## src/led_defs.svh

```systemverilog
// Register map, field positions, reset values and timing counts of the
// indicator and charger-detect block.
// Assumes a 100 MHz system clock and a 32-bit AXI4-Lite register bus.
`ifndef LED_DEFS_SVH
`define LED_DEFS_SVH

// ----------------------------------------------------------------------
// Register byte addresses
// ----------------------------------------------------------------------
`define ADDR_CTRL        8'h00
`define ADDR_LEVEL       8'h04
`define ADDR_PATTERN     8'h08
`define ADDR_DETECT      8'h0c
`define ADDR_STATUS      8'h10
`define ADDR_IRQ_STATUS  8'h14
`define ADDR_IRQ_MASK    8'h18

// ----------------------------------------------------------------------
// Field positions
// ----------------------------------------------------------------------
`define CTRL_EN_ONE      0
`define CTRL_EN_TWO      1
`define CTRL_SLEEP_KEEP  2
`define CTRL_DETECT_MODE 3
`define LEVEL_ONE_LSB    0
`define LEVEL_TWO_LSB    8
`define PAT_ONE_LSB      0
`define PAT_TWO_LSB      8
`define PAT_DIV_LSB      16
`define DETECT_CFG_W     6
`define STAT_SENSE       0
`define STAT_FAULT_LSB   1
`define STAT_SLEEP       5
`define STAT_STEP_LSB    8
`define IRQ_SENSE        0

// ----------------------------------------------------------------------
// Writable masks and reset values
// ----------------------------------------------------------------------
`define CTRL_WMASK       32'h0000_000f
`define LEVEL_WMASK      32'h0000_0f0f
`define PATTERN_WMASK    32'h00ff_ffff
`define DETECT_WMASK     32'h0000_003f
`define IRQ_WMASK        32'h0000_0001
`define CTRL_RST         32'h0000_0000
`define LEVEL_RST        32'h0000_0404
`define PATTERN_RST      32'h0004_ffff
`define DETECT_RST       32'h0000_0000
`define IRQ_MASK_RST     32'h0000_0000

// ----------------------------------------------------------------------
// Bus responses and timing
// ----------------------------------------------------------------------
`define RESP_OKAY        2'b00
`define RESP_SLVERR      2'b10
`define CLK_PERIOD_NS    10
`define SLEW_STEP_NS     1000
`define SLEW_STEP_CYC    ((`SLEW_STEP_NS + `CLK_PERIOD_NS - 1) / `CLK_PERIOD_NS)

`endif

```

## src/led_pkg.sv

```systemverilog
// Types shared by the indicator and charger-detect block.
// Assumes led_defs.svh supplies the field widths.
`include "led_defs.svh"

package led_pkg;

  // Routing of the single detect source, sink and comparator.
  typedef struct packed {
    logic cmp_en;
    logic cmp_pin_two;
    logic sink_two;
    logic sink_one;
    logic src_two;
    logic src_one;
  } detect_cfg_t;

  // Fault comparator outputs of one indicator pin.
  typedef struct packed {
    logic shorted;
    logic open;
  } pin_fault_t;

endpackage

```

## src/led_indicator_charger_detect.sv

```systemverilog
// Indicator drivers and charger-detect front end with AXI4-Lite registers.
// Assumes fault, comparator, sleep and loose oscillator inputs are
// asynchronous pins and the bus master runs on CLK.
`timescale 1ns/1ps
`include "led_defs.svh"

module led_indicator_charger_detect
  import led_pkg::*;
#(
  parameter int LW = 4
) (
  input  wire logic        CLK,
  input  wire logic        SRST,
  input  wire logic        SLEEP_PIN,
  input  wire logic        LOOSE_OSC,
  input  wire pin_fault_t  FAULT_ONE,
  input  wire pin_fault_t  FAULT_TWO,
  input  wire logic        DETECT_CMP,
  input  wire logic [7:0]  AWADDR,
  input  wire logic        AWVALID,
  output logic             AWREADY,
  input  wire logic [31:0] WDATA,
  input  wire logic [3:0]  WSTRB,
  input  wire logic        WVALID,
  output logic             WREADY,
  output logic [1:0]       BRESP,
  output logic             BVALID,
  input  wire logic        BREADY,
  input  wire logic [7:0]  ARADDR,
  input  wire logic        ARVALID,
  output logic             ARREADY,
  output logic [31:0]      RDATA,
  output logic [1:0]       RRESP,
  output logic             RVALID,
  input  wire logic        RREADY,
  output logic [LW-1:0]    LEVEL_ONE,
  output logic [LW-1:0]    LEVEL_TWO,
  output logic             DRIVE_EN_ONE,
  output logic             DRIVE_EN_TWO,
  output detect_cfg_t      DETECT_DRIVE,
  output logic             IRQ
);

  logic [31:0] ctrl;
  logic [31:0] level_cfg;
  logic [31:0] pattern;
  logic [31:0] detect;
  logic [31:0] irq_status;
  logic [31:0] irq_mask;
  logic [6:0]  sync_a;
  logic [6:0]  sync_b;
  logic        osc_prev;
  logic        osc_tick;
  logic [7:0]  div_cnt;
  logic [2:0]  step;
  logic        sleeping;
  logic        detect_mode;
  logic [1:0]  led_on;
  logic [3:0]  faults;
  logic        sense;
  logic        sense_prev;
  logic        sense_event;
  logic        aw_held;
  logic        w_held;
  logic [7:0]  aw_addr;
  logic [31:0] w_data;
  logic [3:0]  w_strb;
  logic        aw_take;
  logic        w_take;
  logic        ar_take;
  logic        do_write;
  logic        next_aw_held;
  logic        next_w_held;
  logic        next_bvalid;
  logic        next_rvalid;
  logic [31:0] irq_clear;

  // ----------------------------------------------------------------------
  // Helpers
  // ----------------------------------------------------------------------
  function automatic logic [31:0] merge(input logic [31:0] old,
                                        input logic [31:0] data,
                                        input logic [3:0]  strb);
    logic [31:0] r;
    r = old;
    for (int i = 0; i < 4; i++) begin
      if (strb[i]) r[i*8 +: 8] = data[i*8 +: 8];
    end
    return r;
  endfunction

  function automatic logic mapped(input logic [7:0] a);
    return a == `ADDR_CTRL || a == `ADDR_LEVEL || a == `ADDR_PATTERN ||
           a == `ADDR_DETECT || a == `ADDR_STATUS ||
           a == `ADDR_IRQ_STATUS || a == `ADDR_IRQ_MASK;
  endfunction

  // ----------------------------------------------------------------------
  // Pin synchronisers
  // ----------------------------------------------------------------------
  always_ff @(posedge CLK) begin
    if (SRST) begin
      sync_a <= 7'h00;
      sync_b <= 7'h00;
    end else begin
      sync_a <= {DETECT_CMP, FAULT_TWO, FAULT_ONE, LOOSE_OSC, SLEEP_PIN};
      sync_b <= sync_a;
    end
  end
  assign sleeping    = sync_b[0];
  assign faults      = sync_b[5:2];
  assign detect_mode = ctrl[`CTRL_DETECT_MODE];

  // ----------------------------------------------------------------------
  // Shared blink sequencer
  // ----------------------------------------------------------------------
  // The loose oscillator is imprecise; blink rates drift with it.
  assign osc_tick = sync_b[1] && !osc_prev;
  always_ff @(posedge CLK) begin
    if (SRST) begin
      osc_prev <= 1'b0;
      div_cnt  <= 8'h00;
      step     <= 3'h0;
    end else begin
      osc_prev <= sync_b[1];
      if (osc_tick) begin
        if (div_cnt >= pattern[`PAT_DIV_LSB +: 8]) begin
          div_cnt <= 8'h00;
          step    <= step + 3'h1;
        end else begin
          div_cnt <= div_cnt + 8'h01;
        end
      end
    end
  end
  // One step index serves both pins, so their patterns stay in phase.
  always_comb begin
    for (int k = 0; k < 2; k++) begin
      led_on[k] = ctrl[`CTRL_EN_ONE + k] &&
                  pattern[`PAT_ONE_LSB + 8*k + step] &&
                  !detect_mode &&
                  (!sleeping || ctrl[`CTRL_SLEEP_KEEP]);
    end
  end

  // ----------------------------------------------------------------------
  // Current sources
  // ----------------------------------------------------------------------
  led_slew #(.LW(LW), .STEP_CYC(`SLEW_STEP_CYC)) slew_one (
    .clk      (CLK),
    .srst     (SRST),
    .on       (led_on[0]),
    .target   (level_cfg[`LEVEL_ONE_LSB +: LW]),
    .level    (LEVEL_ONE),
    .drive_en (DRIVE_EN_ONE)
  );
  led_slew #(.LW(LW), .STEP_CYC(`SLEW_STEP_CYC)) slew_two (
    .clk      (CLK),
    .srst     (SRST),
    .on       (led_on[1]),
    .target   (level_cfg[`LEVEL_TWO_LSB +: LW]),
    .level    (LEVEL_TWO),
    .drive_en (DRIVE_EN_TWO)
  );

  // ----------------------------------------------------------------------
  // Detect routing
  // ----------------------------------------------------------------------
  // No sequencer here: software owns every phase of the detection.
  always_ff @(posedge CLK) begin
    if (SRST || !detect_mode) begin
      DETECT_DRIVE <= '0;
    end else begin
      DETECT_DRIVE <= detect_cfg_t'(detect[`DETECT_CFG_W-1:0]);
    end
  end

  // ----------------------------------------------------------------------
  // Sense bit and interrupt
  // ----------------------------------------------------------------------
  // Faults never switch the driver off; software decides.
  assign sense_event = sense ^ sense_prev;
  always_ff @(posedge CLK) begin
    if (SRST) begin
      sense      <= 1'b0;
      sense_prev <= 1'b0;
    end else begin
      sense      <= detect_mode ? (sync_b[6] && detect[5])
                                : (|faults);
      sense_prev <= sense;
    end
  end

  assign irq_clear = (do_write && aw_addr == `ADDR_IRQ_STATUS) ?
                     (merge(32'h0, w_data, w_strb) & `IRQ_WMASK) : 32'h0;
  always_ff @(posedge CLK) begin
    if (SRST) begin
      irq_status <= 32'h0;
      IRQ        <= 1'b0;
    end else begin
      irq_status <= (irq_status & ~irq_clear) |
                    {31'h0, sense_event};
      IRQ        <= |(irq_status & irq_mask);
    end
  end

  // ----------------------------------------------------------------------
  // AXI4-Lite slave
  // ----------------------------------------------------------------------
  assign aw_take      = AWVALID && AWREADY;
  assign w_take       = WVALID && WREADY;
  assign ar_take      = ARVALID && ARREADY;
  assign do_write     = aw_held && w_held && !BVALID;
  assign next_aw_held = !do_write && (aw_held || aw_take);
  assign next_w_held  = !do_write && (w_held || w_take);
  assign next_bvalid  = do_write || (BVALID && !BREADY);
  assign next_rvalid  = ar_take || (RVALID && !RREADY);

  always_ff @(posedge CLK) begin
    if (SRST) begin
      aw_held <= 1'b0;
      w_held  <= 1'b0;
      AWREADY <= 1'b0;
      WREADY  <= 1'b0;
      BVALID  <= 1'b0;
      BRESP   <= `RESP_OKAY;
      aw_addr <= 8'h00;
      w_data  <= 32'h0;
      w_strb  <= 4'h0;
    end else begin
      aw_held <= next_aw_held;
      w_held  <= next_w_held;
      AWREADY <= !next_aw_held && !next_bvalid;
      WREADY  <= !next_w_held && !next_bvalid;
      BVALID  <= next_bvalid;
      if (aw_take) begin
        aw_addr <= AWADDR;
      end
      if (w_take) begin
        w_data <= WDATA;
        w_strb <= WSTRB;
      end
      if (do_write) begin
        BRESP <= mapped(aw_addr) ? `RESP_OKAY : `RESP_SLVERR;
      end
    end
  end

  // The host enables a pin by writing its level, pattern and enable.
  always_ff @(posedge CLK) begin
    if (SRST) begin
      ctrl      <= `CTRL_RST;
      level_cfg <= `LEVEL_RST;
      pattern   <= `PATTERN_RST;
      detect    <= `DETECT_RST;
      irq_mask  <= `IRQ_MASK_RST;
    end else if (do_write) begin
      unique case (aw_addr)
        `ADDR_CTRL: begin
          ctrl <= merge(ctrl, w_data, w_strb) & `CTRL_WMASK;
        end
        `ADDR_LEVEL: begin
          level_cfg <= merge(level_cfg, w_data, w_strb) & `LEVEL_WMASK;
        end
        `ADDR_PATTERN: begin
          pattern <= merge(pattern, w_data, w_strb) & `PATTERN_WMASK;
        end
        `ADDR_DETECT: begin
          detect <= merge(detect, w_data, w_strb) & `DETECT_WMASK;
        end
        `ADDR_IRQ_MASK: begin
          irq_mask <= merge(irq_mask, w_data, w_strb) & `IRQ_WMASK;
        end
        default: begin
        end
      endcase
    end
  end

  always_ff @(posedge CLK) begin
    if (SRST) begin
      ARREADY <= 1'b0;
      RVALID  <= 1'b0;
      RDATA   <= 32'h0;
      RRESP   <= `RESP_OKAY;
    end else begin
      ARREADY <= !next_rvalid;
      RVALID  <= next_rvalid;
      if (ar_take) begin
        RRESP <= mapped(ARADDR) ? `RESP_OKAY : `RESP_SLVERR;
        unique case (ARADDR)
          `ADDR_CTRL:       RDATA <= ctrl;
          `ADDR_LEVEL:      RDATA <= level_cfg;
          `ADDR_PATTERN:    RDATA <= pattern;
          `ADDR_DETECT:     RDATA <= detect;
          `ADDR_STATUS:     RDATA <= {21'h0, step, 2'h0, sleeping,
                                      faults, sense};
          `ADDR_IRQ_STATUS: RDATA <= irq_status;
          `ADDR_IRQ_MASK:   RDATA <= irq_mask;
          default:          RDATA <= 32'h0;
        endcase
      end
    end
  end
endmodule

```

## src/led_slew.sv

```systemverilog
// Current ramp for one indicator source.
// Assumes target and on come from logic on the same clock.
`timescale 1ns/1ps
`include "led_defs.svh"

module led_slew
  import led_pkg::*;
#(
  parameter int LW       = 4,
  parameter int STEP_CYC = `SLEW_STEP_CYC
) (
  input  wire logic          clk,
  input  wire logic          srst,
  input  wire logic          on,
  input  wire logic [LW-1:0] target,
  output logic      [LW-1:0] level,
  output logic               drive_en
);

  logic [15:0]   step_cnt;
  logic          step_tick;
  logic [LW-1:0] want;
  logic [LW-1:0] next_level;

  // ----------------------------------------------------------------------
  // Slew step timer
  // ----------------------------------------------------------------------
  assign step_tick = (step_cnt == 16'(STEP_CYC - 1));

  always_ff @(posedge clk) begin
    if (srst || step_tick) begin
      step_cnt <= 16'h0000;
    end else begin
      step_cnt <= step_cnt + 16'h0001;
    end
  end

  // ----------------------------------------------------------------------
  // Ramp
  // ----------------------------------------------------------------------
  // A hard step would kick the crystal oscillator next to the pin.
  always_comb begin
    want       = on ? target : '0;
    next_level = level;
    if (step_tick && level < want) begin
      next_level = level + 1'b1;
    end else if (step_tick && level > want) begin
      next_level = level - 1'b1;
    end
  end

  always_ff @(posedge clk) begin
    if (srst) begin
      level    <= '0;
      drive_en <= 1'b0;
    end else begin
      level    <= next_level;
      drive_en <= (next_level != '0) || on;
    end
  end
endmodule

```

## config.mk

```make
export PLATFORM = sky130hd
export DESIGN_NAME = led_indicator_charger_detect
export DESIGN_NICKNAME = d
export VERILOG_FILES = /design/src/led_pkg.sv /design/src/led_indicator_charger_detect.sv /design/src/led_slew.sv
export VERILOG_INCLUDE_DIRS = /design/src
export SDC_FILE = /design/constraint.sdc
export NUM_CORES = 1
export LEC_CHECK = 0
export ABC_AREA = 1
export BUFFER_PORTS_ARGS = -buffer_cell sky130_fd_sc_hd__buf_2
export CAP_MARGIN = 10
export CORE_ASPECT_RATIO = 0.75
export CORE_UTILIZATION = 50
export CTS_CLUSTER_SIZE = 30
export DETAILED_ROUTE_END_ITERATION = 10
export PLACE_DENSITY = 0.74
export RECOVER_POWER = 25
export SLEW_MARGIN = 30
export SYNTH_ARGS = -nofsm -noshare
export SYNTH_HDL_FRONTEND = slang
export SYNTH_SLANG_ARGS = --single-unit
```

## constraint.sdc

```tcl
create_clock -name CLK -period 2.4 [get_ports CLK]
set_clock_uncertainty 0.05 [all_clocks]
set_input_delay 0.72 -clock CLK [delete_from_list [all_inputs] [get_ports CLK]]
set_output_delay 0.72 -clock CLK [all_outputs]
set_load 0.02 [all_outputs]
```

# Word level (Yosys, flattened, before mapping)
# Index checks and enable logic that the tools add are counted.
[op_classes]
addsub = 9
n_lt_le_gt_ge = 7
n_eq_ne = 14
mux = 17
n_bitwise = 5
n_reduce_logical = 72
[ops]
columns = ["cell", "n"]
rows = [
  ["32-bit case mux with 7 select lines", 1],
  ["8-bit by 5-bit equality test with 1-bit output (second input constant)", 6],
  ["16-bit by 1-bit adder with 16-bit output (second input constant)", 2],
  ["32-bit by 1-bit AND with 32-bit output", 1],
  ["32-bit AND", 1],
  ["16-bit by 7-bit equality test with 1-bit output (second input constant)", 2],
  ["8-bit by 4-bit equality test with 1-bit output (second input constant)", 4],
  ["1-bit NOT with 32-bit output", 1],
  ["32-bit by 1-bit OR with 32-bit output", 1],
  ["32-bit OR reduction", 1],
  ["1-bit logical AND", 24],
  ["4-bit 2-to-1 mux", 6],
  ["3-bit AND reduction", 8],
  ["1-bit logical OR", 22],
  ["8-bit by 3-bit equality test with 1-bit output (second input constant)", 2],
  ["8-bit logical NOT", 2],
  ["1-bit logical NOT", 11],
  ["4-bit by 1-bit adder with 4-bit output (second input constant)", 2],
  ["8-bit by 1-bit adder with 8-bit output (second input constant)", 1],
  ["8-bit greater-or-equal comparator", 1],
  ["4-bit > comparator", 2],
  ["4-bit < comparator", 2],
  ["8-bit 2-to-1 mux", 1],
  ["4-bit nonzero test", 2],
  ["12 further kinds", 18],
]
[totals]
reg_bits = 230
in_bits = 66
output_inout_bits = 58

# Longest topological paths before layout
# Gate-level depths: netlist of run 1.
[logic_depth]
word_depth = 13
mapped_depth = 22
ltp_nobuf = 22

# By module
# Synthesis of run 1 repeated with hierarchy kept, for this count alone.
[unflattened]
hier_cells = 1150
area_unflattened_um2 = 8674.6
[modules_own_cells]
columns = ["mod", "instances", "cells_per_inst", "area_each_um2"]
rows = [
  ["led_indicator_charger_detect", 1, 795, 6062.1],
  ["led_slew at slew_one", 1, 182, 1306.3],
  ["led_slew at slew_two", 1, 173, 1306.3],
]

# Least setup slack after synthesis of run 1
# OpenSTA, ideal clock, no wires.
[synth_timing]
kind = "register -> register"
startpoint = "reg step[1]"
endpoint = "reg slew_two.drive_en"
setup_ns = 0.140
arrival_ns = 2.232
required_ns = 2.210
path_slack_ns = -0.021
stages_incl_launch_ff = 22
synth_period_minus_slack_ns = 2.421
path_cell_list = "dfxtp_1 clkbuf_1 nand3_1 o21ai_0 inv_1 o21ai_0 nand2_1 inv_1 nand2_1 ha_1 nand2_1 inv_1 nand3_1 inv_1 a21oi_1 nand2_1 nand2_1 nand2_1 nand2_1 nand2_1 nor2_1 a21oi_1"
[synth_via]
elab_chain_cells = 13
elab_cells_between_ends = 15
classes_between = "add/sub: 1; order compare: 2; mux: 5; reduce/logical: 7"
[synth_rtl]
columns = ["element", "line", "rtl"]
rows = [
  ["from (decl)", "led_indicator_charger_detect.sv:55", "logic [2:0] step;"],
  ["from (signal assigned)", "led_indicator_charger_detect.sv:129", "step <= step + 3'h1;"],
  ["4-bit by 3-bit adder with 5-bit output (no source line) *", "--", ""],
  ["1-bit binary-select mux with 5-bit select *", "led_indicator_charger_detect.sv:140", "pattern[`PAT_ONE_LSB + 8*k + step] &&"],
  ["1-bit 2-to-1 mux *", "led_indicator_charger_detect.sv:140", ""],
  ["1-bit logical AND * (3 in a row)", "led_indicator_charger_detect.sv:139", "led_on[k] = ctrl[`CTRL_EN_ONE + k] &&"],
  ["4-bit 2-to-1 mux", "led_slew.sv:43", "want = on ? target : '0;"],
  ["4-bit > comparator", "led_slew.sv:47", "end else if (step_tick && level > want) begin"],
  ["1-bit logical AND", "led_slew.sv:47", ""],
  ["4-bit 2-to-1 mux", "led_slew.sv:47", ""],
  ["4-bit 2-to-1 mux", "led_slew.sv:45", "if (step_tick && level < want) begin"],
  ["4-bit nonzero test", "led_slew.sv:58", "drive_en <= (next_level != '0) || on;"],
  ["1-bit logical OR *", "led_slew.sv:58", ""],
  ["to (signal assigned)", "led_slew.sv:58", ""],
  ["to (decl)", "led_slew.sv:17", "output logic drive_en"],
]
# Mark *: on every way between the ends. The rest lies on a longest branch, timed or not. The select of a mux whose other input is x is not followed.
# A chain may end at the register's enable or synchronous reset.

# Worst setup path in the final report of run 1
[layout_timing]
startpoint = "reg step[0]"
endpoint = "reg slew_one.drive_en"
[layout_via]
elab_chain_cells = 12
elab_cells_between_ends = 14
classes_between = "order compare: 2; mux: 5; reduce/logical: 7"
[layout_rtl]
columns = ["element", "line"]
rows = [
  ["1-bit binary-select mux with 3-bit select *", "led_indicator_charger_detect.sv:140"],
  ["1-bit 2-to-1 mux *", "led_indicator_charger_detect.sv:140"],
  ["1-bit logical AND * (3 in a row)", "led_indicator_charger_detect.sv:139"],
  ["4-bit 2-to-1 mux", "led_slew.sv:43"],
  ["4-bit > comparator", "led_slew.sv:47"],
  ["1-bit logical AND", "led_slew.sv:47"],
  ["4-bit 2-to-1 mux", "led_slew.sv:47"],
  ["4-bit 2-to-1 mux", "led_slew.sv:45"],
  ["4-bit nonzero test", "led_slew.sv:58"],
  ["1-bit logical OR *", "led_slew.sv:58"],
  ["to (signal assigned)", "led_slew.sv:58"],
  ["to (decl)", "led_slew.sv:17"],
]
# Marked as above.

==> out/metrics.cfg, run 1 <==
[yosys]
netlist.area_leader.share = 0.443
syn_inst = 1186
yosysMostFrequentCell = nand2_1
async_flop_share = 0
ys_seq_elements = 189
ys_types = 43
yosysWarningCount = 0
syn_avg_cell_area_um2 = 7.20
netlist_area_um2 = 8540
ys.flop_type = dfxtp_1
synth-edff-count = 0
synth_top_cell_by_area = dfxtp_1
synthTopCellsByCount = nand2_1 (232), nor2_1 (214), dfxtp_1 (189)
yosysSeqAreaShare = 0.443
synthTopCellsByArea = dfxtp_1 (44%), nand2_1 (10%), nor2_1 (9.4%), inv_1 (6.2%), o21ai_0 (5.9%)

[setup_path]
end_kind = flip-flop
crit_arrival_ps = 2870
crit_top_cell = nand2_1
crit_fanout = 5
crit_type = reg2reg
worst_path_max_delay_cell = dfxtp_4
slowest_delay_ps = 370
cp_num_buf_inv = 6
crit_required_ps = 2650
crit_family = simple AND/OR/NAND/NOR gates
worstPathCellList = buf_6, buf_6, nand2_2, nand3_2, o21ai_1, inv_1, o21ai_1, nand2_1, inv_2, nand2_1, ha_4, nand2_4, inv_4, nand2_4, nand2_4, inv_2, o21ai_2, nand2_1, nand2_2, nand2_1, nor2_1, a21oi_1
ff2ff_setup_slack_ps = -220
startpoint_type = flip-flop

[placed_design]
dp.cells = 1517
io_buffers = 104
place.gp.congestion = 0.884
dp_slack_ps = -341
dp_hpwl_mm = 15.1

[grt]
grt_pass1_vias = 6985
grt_pass1_wl_mm = 34.0
track_usage = 0.242
grt_antenna_before_repair = 0
grt_max_degree = 53
grt-ovfl-total = 0

[sta]
maxSlewHeadroom = 0.433
slew_violations = 0
setup_tns_ps = -1020
rsz0062_at_grt = true
min_period_ps = 2620
period_share = 1.09
setup_ws_ps = -215
worst_pin_slew_ps = 850
fmaxAchievable_mhz = 382
hold_viol = 0
setup_viol = 9
timing.hold.ws_ps = 361

[floorplanning]
die_w_um = 153
die_y_um = 115
io_pins = 124
core-area_um2 = 16400
fp.dieArea_um2 = 17600
num_rows = 40
initial_core_util = 0.522

[cts]
cts_made_buffers = 17
clock_latency_ps = 430
clk_pin_slew_ps = 80
clock_sinks = 189
clockBufferDepth = 2
cts_root_buf = clkbuf_16
htree_num_levels = 4
cts_tree = done

[layout]
drive_gt1_frac = 0.205
fin_nets = 1419
final_cells = 1552
area_delta_synth_final_pct = 22.8
antenna_cells = 0

[routing]
ant_nets = 0
drtIter0Drc = 614
dr_total_vias = 7943
drc = 0
routed_wl_mm = 21.1
viasPerCell = 5.12
post_drt_wl_per_cell_um = 13.6
first_pass_iters = 6

[pwr]
power.density_nw_per_um2 = 629
p_leak_uw = 0.00472
finalPower_uw = 6590
max-vdd-ir-drop_v = 0.000413

[worst_hold_path]
min-delay-path-class = reg2reg

[flow_run]
max-cap-violations = 0

[outcome]
status = finished, violations left
violations = negative setup slack

[worst register-to-register path, stage by stage, from the launching register on]
cell     delay (ps)
dfxtp_4         370
buf_6           130
buf_6           110
nand2_2          60
nand3_2          60
o21ai_1          80
inv_1            50
o21ai_1         140
nand2_1         110
inv_2           100
nand2_1          90
ha_4            290
nand2_4          50
inv_4            80
nand2_4          80
nand2_4         100
inv_2            60
o21ai_2         150
nand2_1          80
nand2_2          70
nand2_1          50
nor2_1           80
a21oi_1          60
[per-stage QoR]
stage,utilization,cell area (um2)
floorplan,-,8570
global placement,0.584,9560
detailed placement,0.584,9560
CTS,0.631,10300
global route,0.640,10500
finish,0.640,10500
[layout by cell type (no fill, tap or decap), types with 4 or more instances in the layout]
| cell | synthesis | final |
|---|---|---|
| nor2_1 | 214 | 212 |
| nand2_1 | 232 | 211 |
| dfxtp_1 | 189 | 187 |
| inv_1 | 142 | 133 |
| buf_2 | 8 | 104 |
| o21ai_0 | 100 | 92 |
| a21oi_1 | 79 | 72 |
| buf_4 | 11 | 52 |
| nand3_1 | 51 | 46 |
| ha_1 | 24 | 18 |
| clkbuf_16 | 0 | 17 |
| o211ai_1 | 16 | 16 |
| nor3_1 | 14 | 14 |
| nand2_2 | 0 | 13 |
| xor2_1 | 13 | 13 |
| conb_1 | 1 | 10 |
| nand2_4 | 1 | 9 |
| inv_4 | 0 | 6 |
| nand3_2 | 3 | 6 |
| nor4_1 | 6 | 6 |
| nand4_1 | 6 | 6 |
| ha_4 | 0 | 6 |
| inv_6 | 0 | 6 |
| o21ai_1 | 0 | 5 |
| inv_2 | 2 | 5 |
| nor2_2 | 4 | 5 |
| a211oi_2 | 5 | 5 |
| nor2_4 | 3 | 4 |
| a21oi_4 | 0 | 4 |
| a21oi_2 | 1 | 4 |
| xnor2_1 | 4 | 4 |
| buf_6 | 1 | 4 |
[routing by layer]
layer,vias to the layer above,part of all wire,GRT usage
li1,4083,-,-
met1,3572,0.51,0.368
met2,260,0.41,0.350
met3,28,0.070,0.0426
met4,0,0.012,0.0673
met5,-,0,0
[cell families after synthesis]
kind of cell             Yosys count  share of synthesized area
AO/OA/AOI/OAI                    216                      0.140
XOR/XNOR                          17                     0.0174
adder cells (fa/ha/maj)           24                     0.0352
buffers and inverters            191                     0.0909
flip-flops                       189                      0.443
other                              1                   0.000439
AND/OR/NAND/NOR                  548                      0.273
[sequential cells by signal (all words and copies together) (netlist names), 6 cells and up]
register           cells
DETECT_DRIVE           6
RDATA                 24
aw_addr                8
detect                 6
div_cnt                8
level_cfg              8
pattern               24
slew_one.step_cnt     16
slew_two.step_cnt     16
sync_a                 7
sync_b                 7
w_data                24
[final timing paths]
kind	start	to	cells past startpoint
setup reg to reg	step[0]	slew_one.drive_en	22
hold / removal	sync_a[6]	sync_b[6]	2
hold reg to reg	sync_a[6]	sync_b[6]	2
setup / recovery	step[0]	slew_one.drive_en	22
[layout make-up]
cell class / count / area [um2]
Clock buffer: 19 / 453
Clock inverter: 13 / 143
Fill cell: 1378 / 5890
Inverter: 144 / 556
Multi-Input combinational cell: 815 / 4300
Sequential cell: 189 / 3790
Tap cell: 210 / 263
Timing Repair Buffer: 162 / 981
[where the power goes]
| part | switching [uW] | internal [uW] |
|---|---|---|
| logic | 281 | 153 |
| registers | 69.9 | 3230 |
| clock network | 1320 | 1540 |
| total | 1670 | 4920 |
[what timing repair did]
action                                  in CTS  in global routing
pin swaps                                   19                 17
resized for setup                           52                 38
buffers inserted                             3                  2
gates cloned                                 1                  0
hold buffers                                 0                  0
endpoints found under the setup margin      10                 10
Note: power is estimated with default switching activity, not from simulation.
==> run 2, diff against run 1 <==
Settings changed: PLACE_DENSITY 0.74 to 0.71.
Clock period 2.4 ns to 3.2 ns, I/O delays scaled along.
==> out/metrics.cfg, run 2 (synthesis results as in run 1) <==
[outcome]
status = completed

[routing]
dr_total_vias = 7655
ant_nets = 0
drtIter0Drc = 482
viasPerCell = 5.09
routed_wl_mm = 20.3
post_drt_wl_per_cell_um = 13.5
drc = 0
first_pass_iters = 5

[sta]
maxSlewHeadroom = 0.551
min_period_ps = 2850
timing.hold.ws_ps = 358
rsz0062_at_grt = false
setup_tns_ps = 0
setup_viol = 0
hold_viol = 0
slew_violations = 0
worst_pin_slew_ps = 673
fmaxAchievable_mhz = 351
period_share = 0.889

[pwr]
p_seq_frac = 0.499
p_leak_uw = 0.00440
swShare = 0.245
p_int_uw = 3750
p_switching_uw = 1220
pwr-share-clk = 0.437
combPwrFrac = 0.063
power.density_nw_per_um2 = 508
max-vdd-ir-drop_v = 0.000234

[cts]
cts_made_buffers = 17
clock_sinks = 189
post_cts_buffers = 0
hold_buffers = 0
cts_tree = done
cts.repair.resized = 0
clk_pin_slew_ps = 70
htree_num_levels = 4
clock_latency_ps = 440
cts_root_buf = clkbuf_16
clockBufferDepth = 2

[layout]
reg_top3 = RDATA (24), pattern (24), w_data (24)
final_cells = 1505
drive_gt1_frac = 0.126
fin_nets = 1372
regArea_um2 = 3780
final.fill_count = 1547
area_delta_synth_final_pct = 14.4
final_cell_mix = nand2_1 (232), nor2_1 (217), dfxtp_1 (189), inv_1 (143), buf_2 (103)
multi_input_area_um2 = 3980
final_common_cell = nand2_1
antenna_cells = 0

[grt]
track_usage = 0.240
grt-ovfl-total = 0
grt_pass1_vias = 6653
grt_antenna_before_repair = 0
grt_pass1_wl_mm = 33.5
grt_max_degree = 45

[setup_path]
ff2ff_setup_slack_ps = 350
crit_arrival_ps = 3100
timing.rr.start = step[0]
end_kind = flip-flop
startpoint_type = flip-flop
regToRegEndpoint = slew_two.drive_en
rr_worst_depth = 21
crit_fanout = 8
crit_type = reg2reg
crit_required_ps = 3450

[floorplanning]
fp.dieArea_um2 = 17600
num_rows = 40
core-area_um2 = 16400
die_y_um = 115
io_pins = 124
initial_core_util = 0.522
die_w_um = 153

[placed_design]
dp.cells = 1473
dp_hpwl_mm = 14.8
io_buffers = 104
place.gp.congestion = 0.855

[flow_run]
max-cap-violations = 0

[worst_hold_path]
min-delay-path-class = reg2reg
hold_depth = 2
min_from = sync_a[6]
holdPathEnd = sync_b[6]

==> run 2: cell types whose count changed in the layout (fill, tap and decap cells not counted), moves of 5 or more <==
cell	change
buf_4	-45
nand2_1	+21
nand2_2	-13
inv_1	+10
nand2_4	-8
o21ai_0	+8
a21oi_1	+6
ha_1	+6
ha_4	-6
inv_4	-6
clkbuf_1	+5
nand3_1	+5
nor2_1	+5
o21ai_1	-5
==> run 2: worst max path at each step <==
stage,from,to,slack [ps],depth (start not counted)
after floorplan,step[1],slew_two.drive_en,780,21
after global placement,step[1],slew_two.drive_en,420,18
after detailed placement,step[0],slew_two.drive_en,320,20
after CTS,step[0],slew_two.drive_en,260,20
after global routing,step[0],slew_two.drive_en,40,21
final,step[0],slew_two.drive_en,350,21
==> run 2: final cells by class <==
class	count	area share
sequential	189	0.388
timing repair buffer	115	0.0602
clock inverter	12	0.0154
inverter	144	0.0554
tap	210	0.0269
clock buffer	20	0.0468
multi-input combinational	815	0.408
==> run 2: power by group through the flow <==
stage	combinational (uW)	sequential [uW]	clock, uW
after detailed placement	321	2530	0
after global routing	357	2480	2320
final	315	2480	2170
after floorplan	209	2530	0
after CTS	324	2480	2210
after global placement	315	2530	0
==> run 2: critical path: stages (launching register included) <==
cell and delay (ps):
dfxtp_1 330, inv_1 140, nand2_1 90, nand2_1 40, o21ai_0 160, inv_1 60, o21ai_0 210, nand2_1 150
inv_1 130, nand2_1 80, ha_1 300, nand2_1 70, inv_1 70, nand2_1 80, nand2_1 120, inv_1 100
o21ai_0 160, nand2_1 70, nand2_1 70, nand2_1 60, nor2_1 100, a21oi_1 70
==> run 2: stage by stage <==
| step | total power (uW) | instance area [um2] | util | worst slack [ps] |
|---|---|---|---|---|
| final | 4960 | 9760 | 0.596 | 355 |
| after detailed placement | 2850 | 9210 | 0.563 | 319 |
| after global placement | 2840 | 9210 | 0.563 | 423 |
| after CTS | 5010 | 9820 | 0.600 | 258 |
| after floorplan | 2740 | 8570 | - | 779 |
| after global routing | 5160 | 9760 | 0.596 | 43.0 |
==> run 2: routing by layer <==
layer,vias up,share of wire,track usage
met1,3404,0.53,0.371
met2,257,0.39,0.331
met4,0,0.0096,0.0660
li1,3981,-,-
met5,-,0,0
met3,13,0.066,0.0501
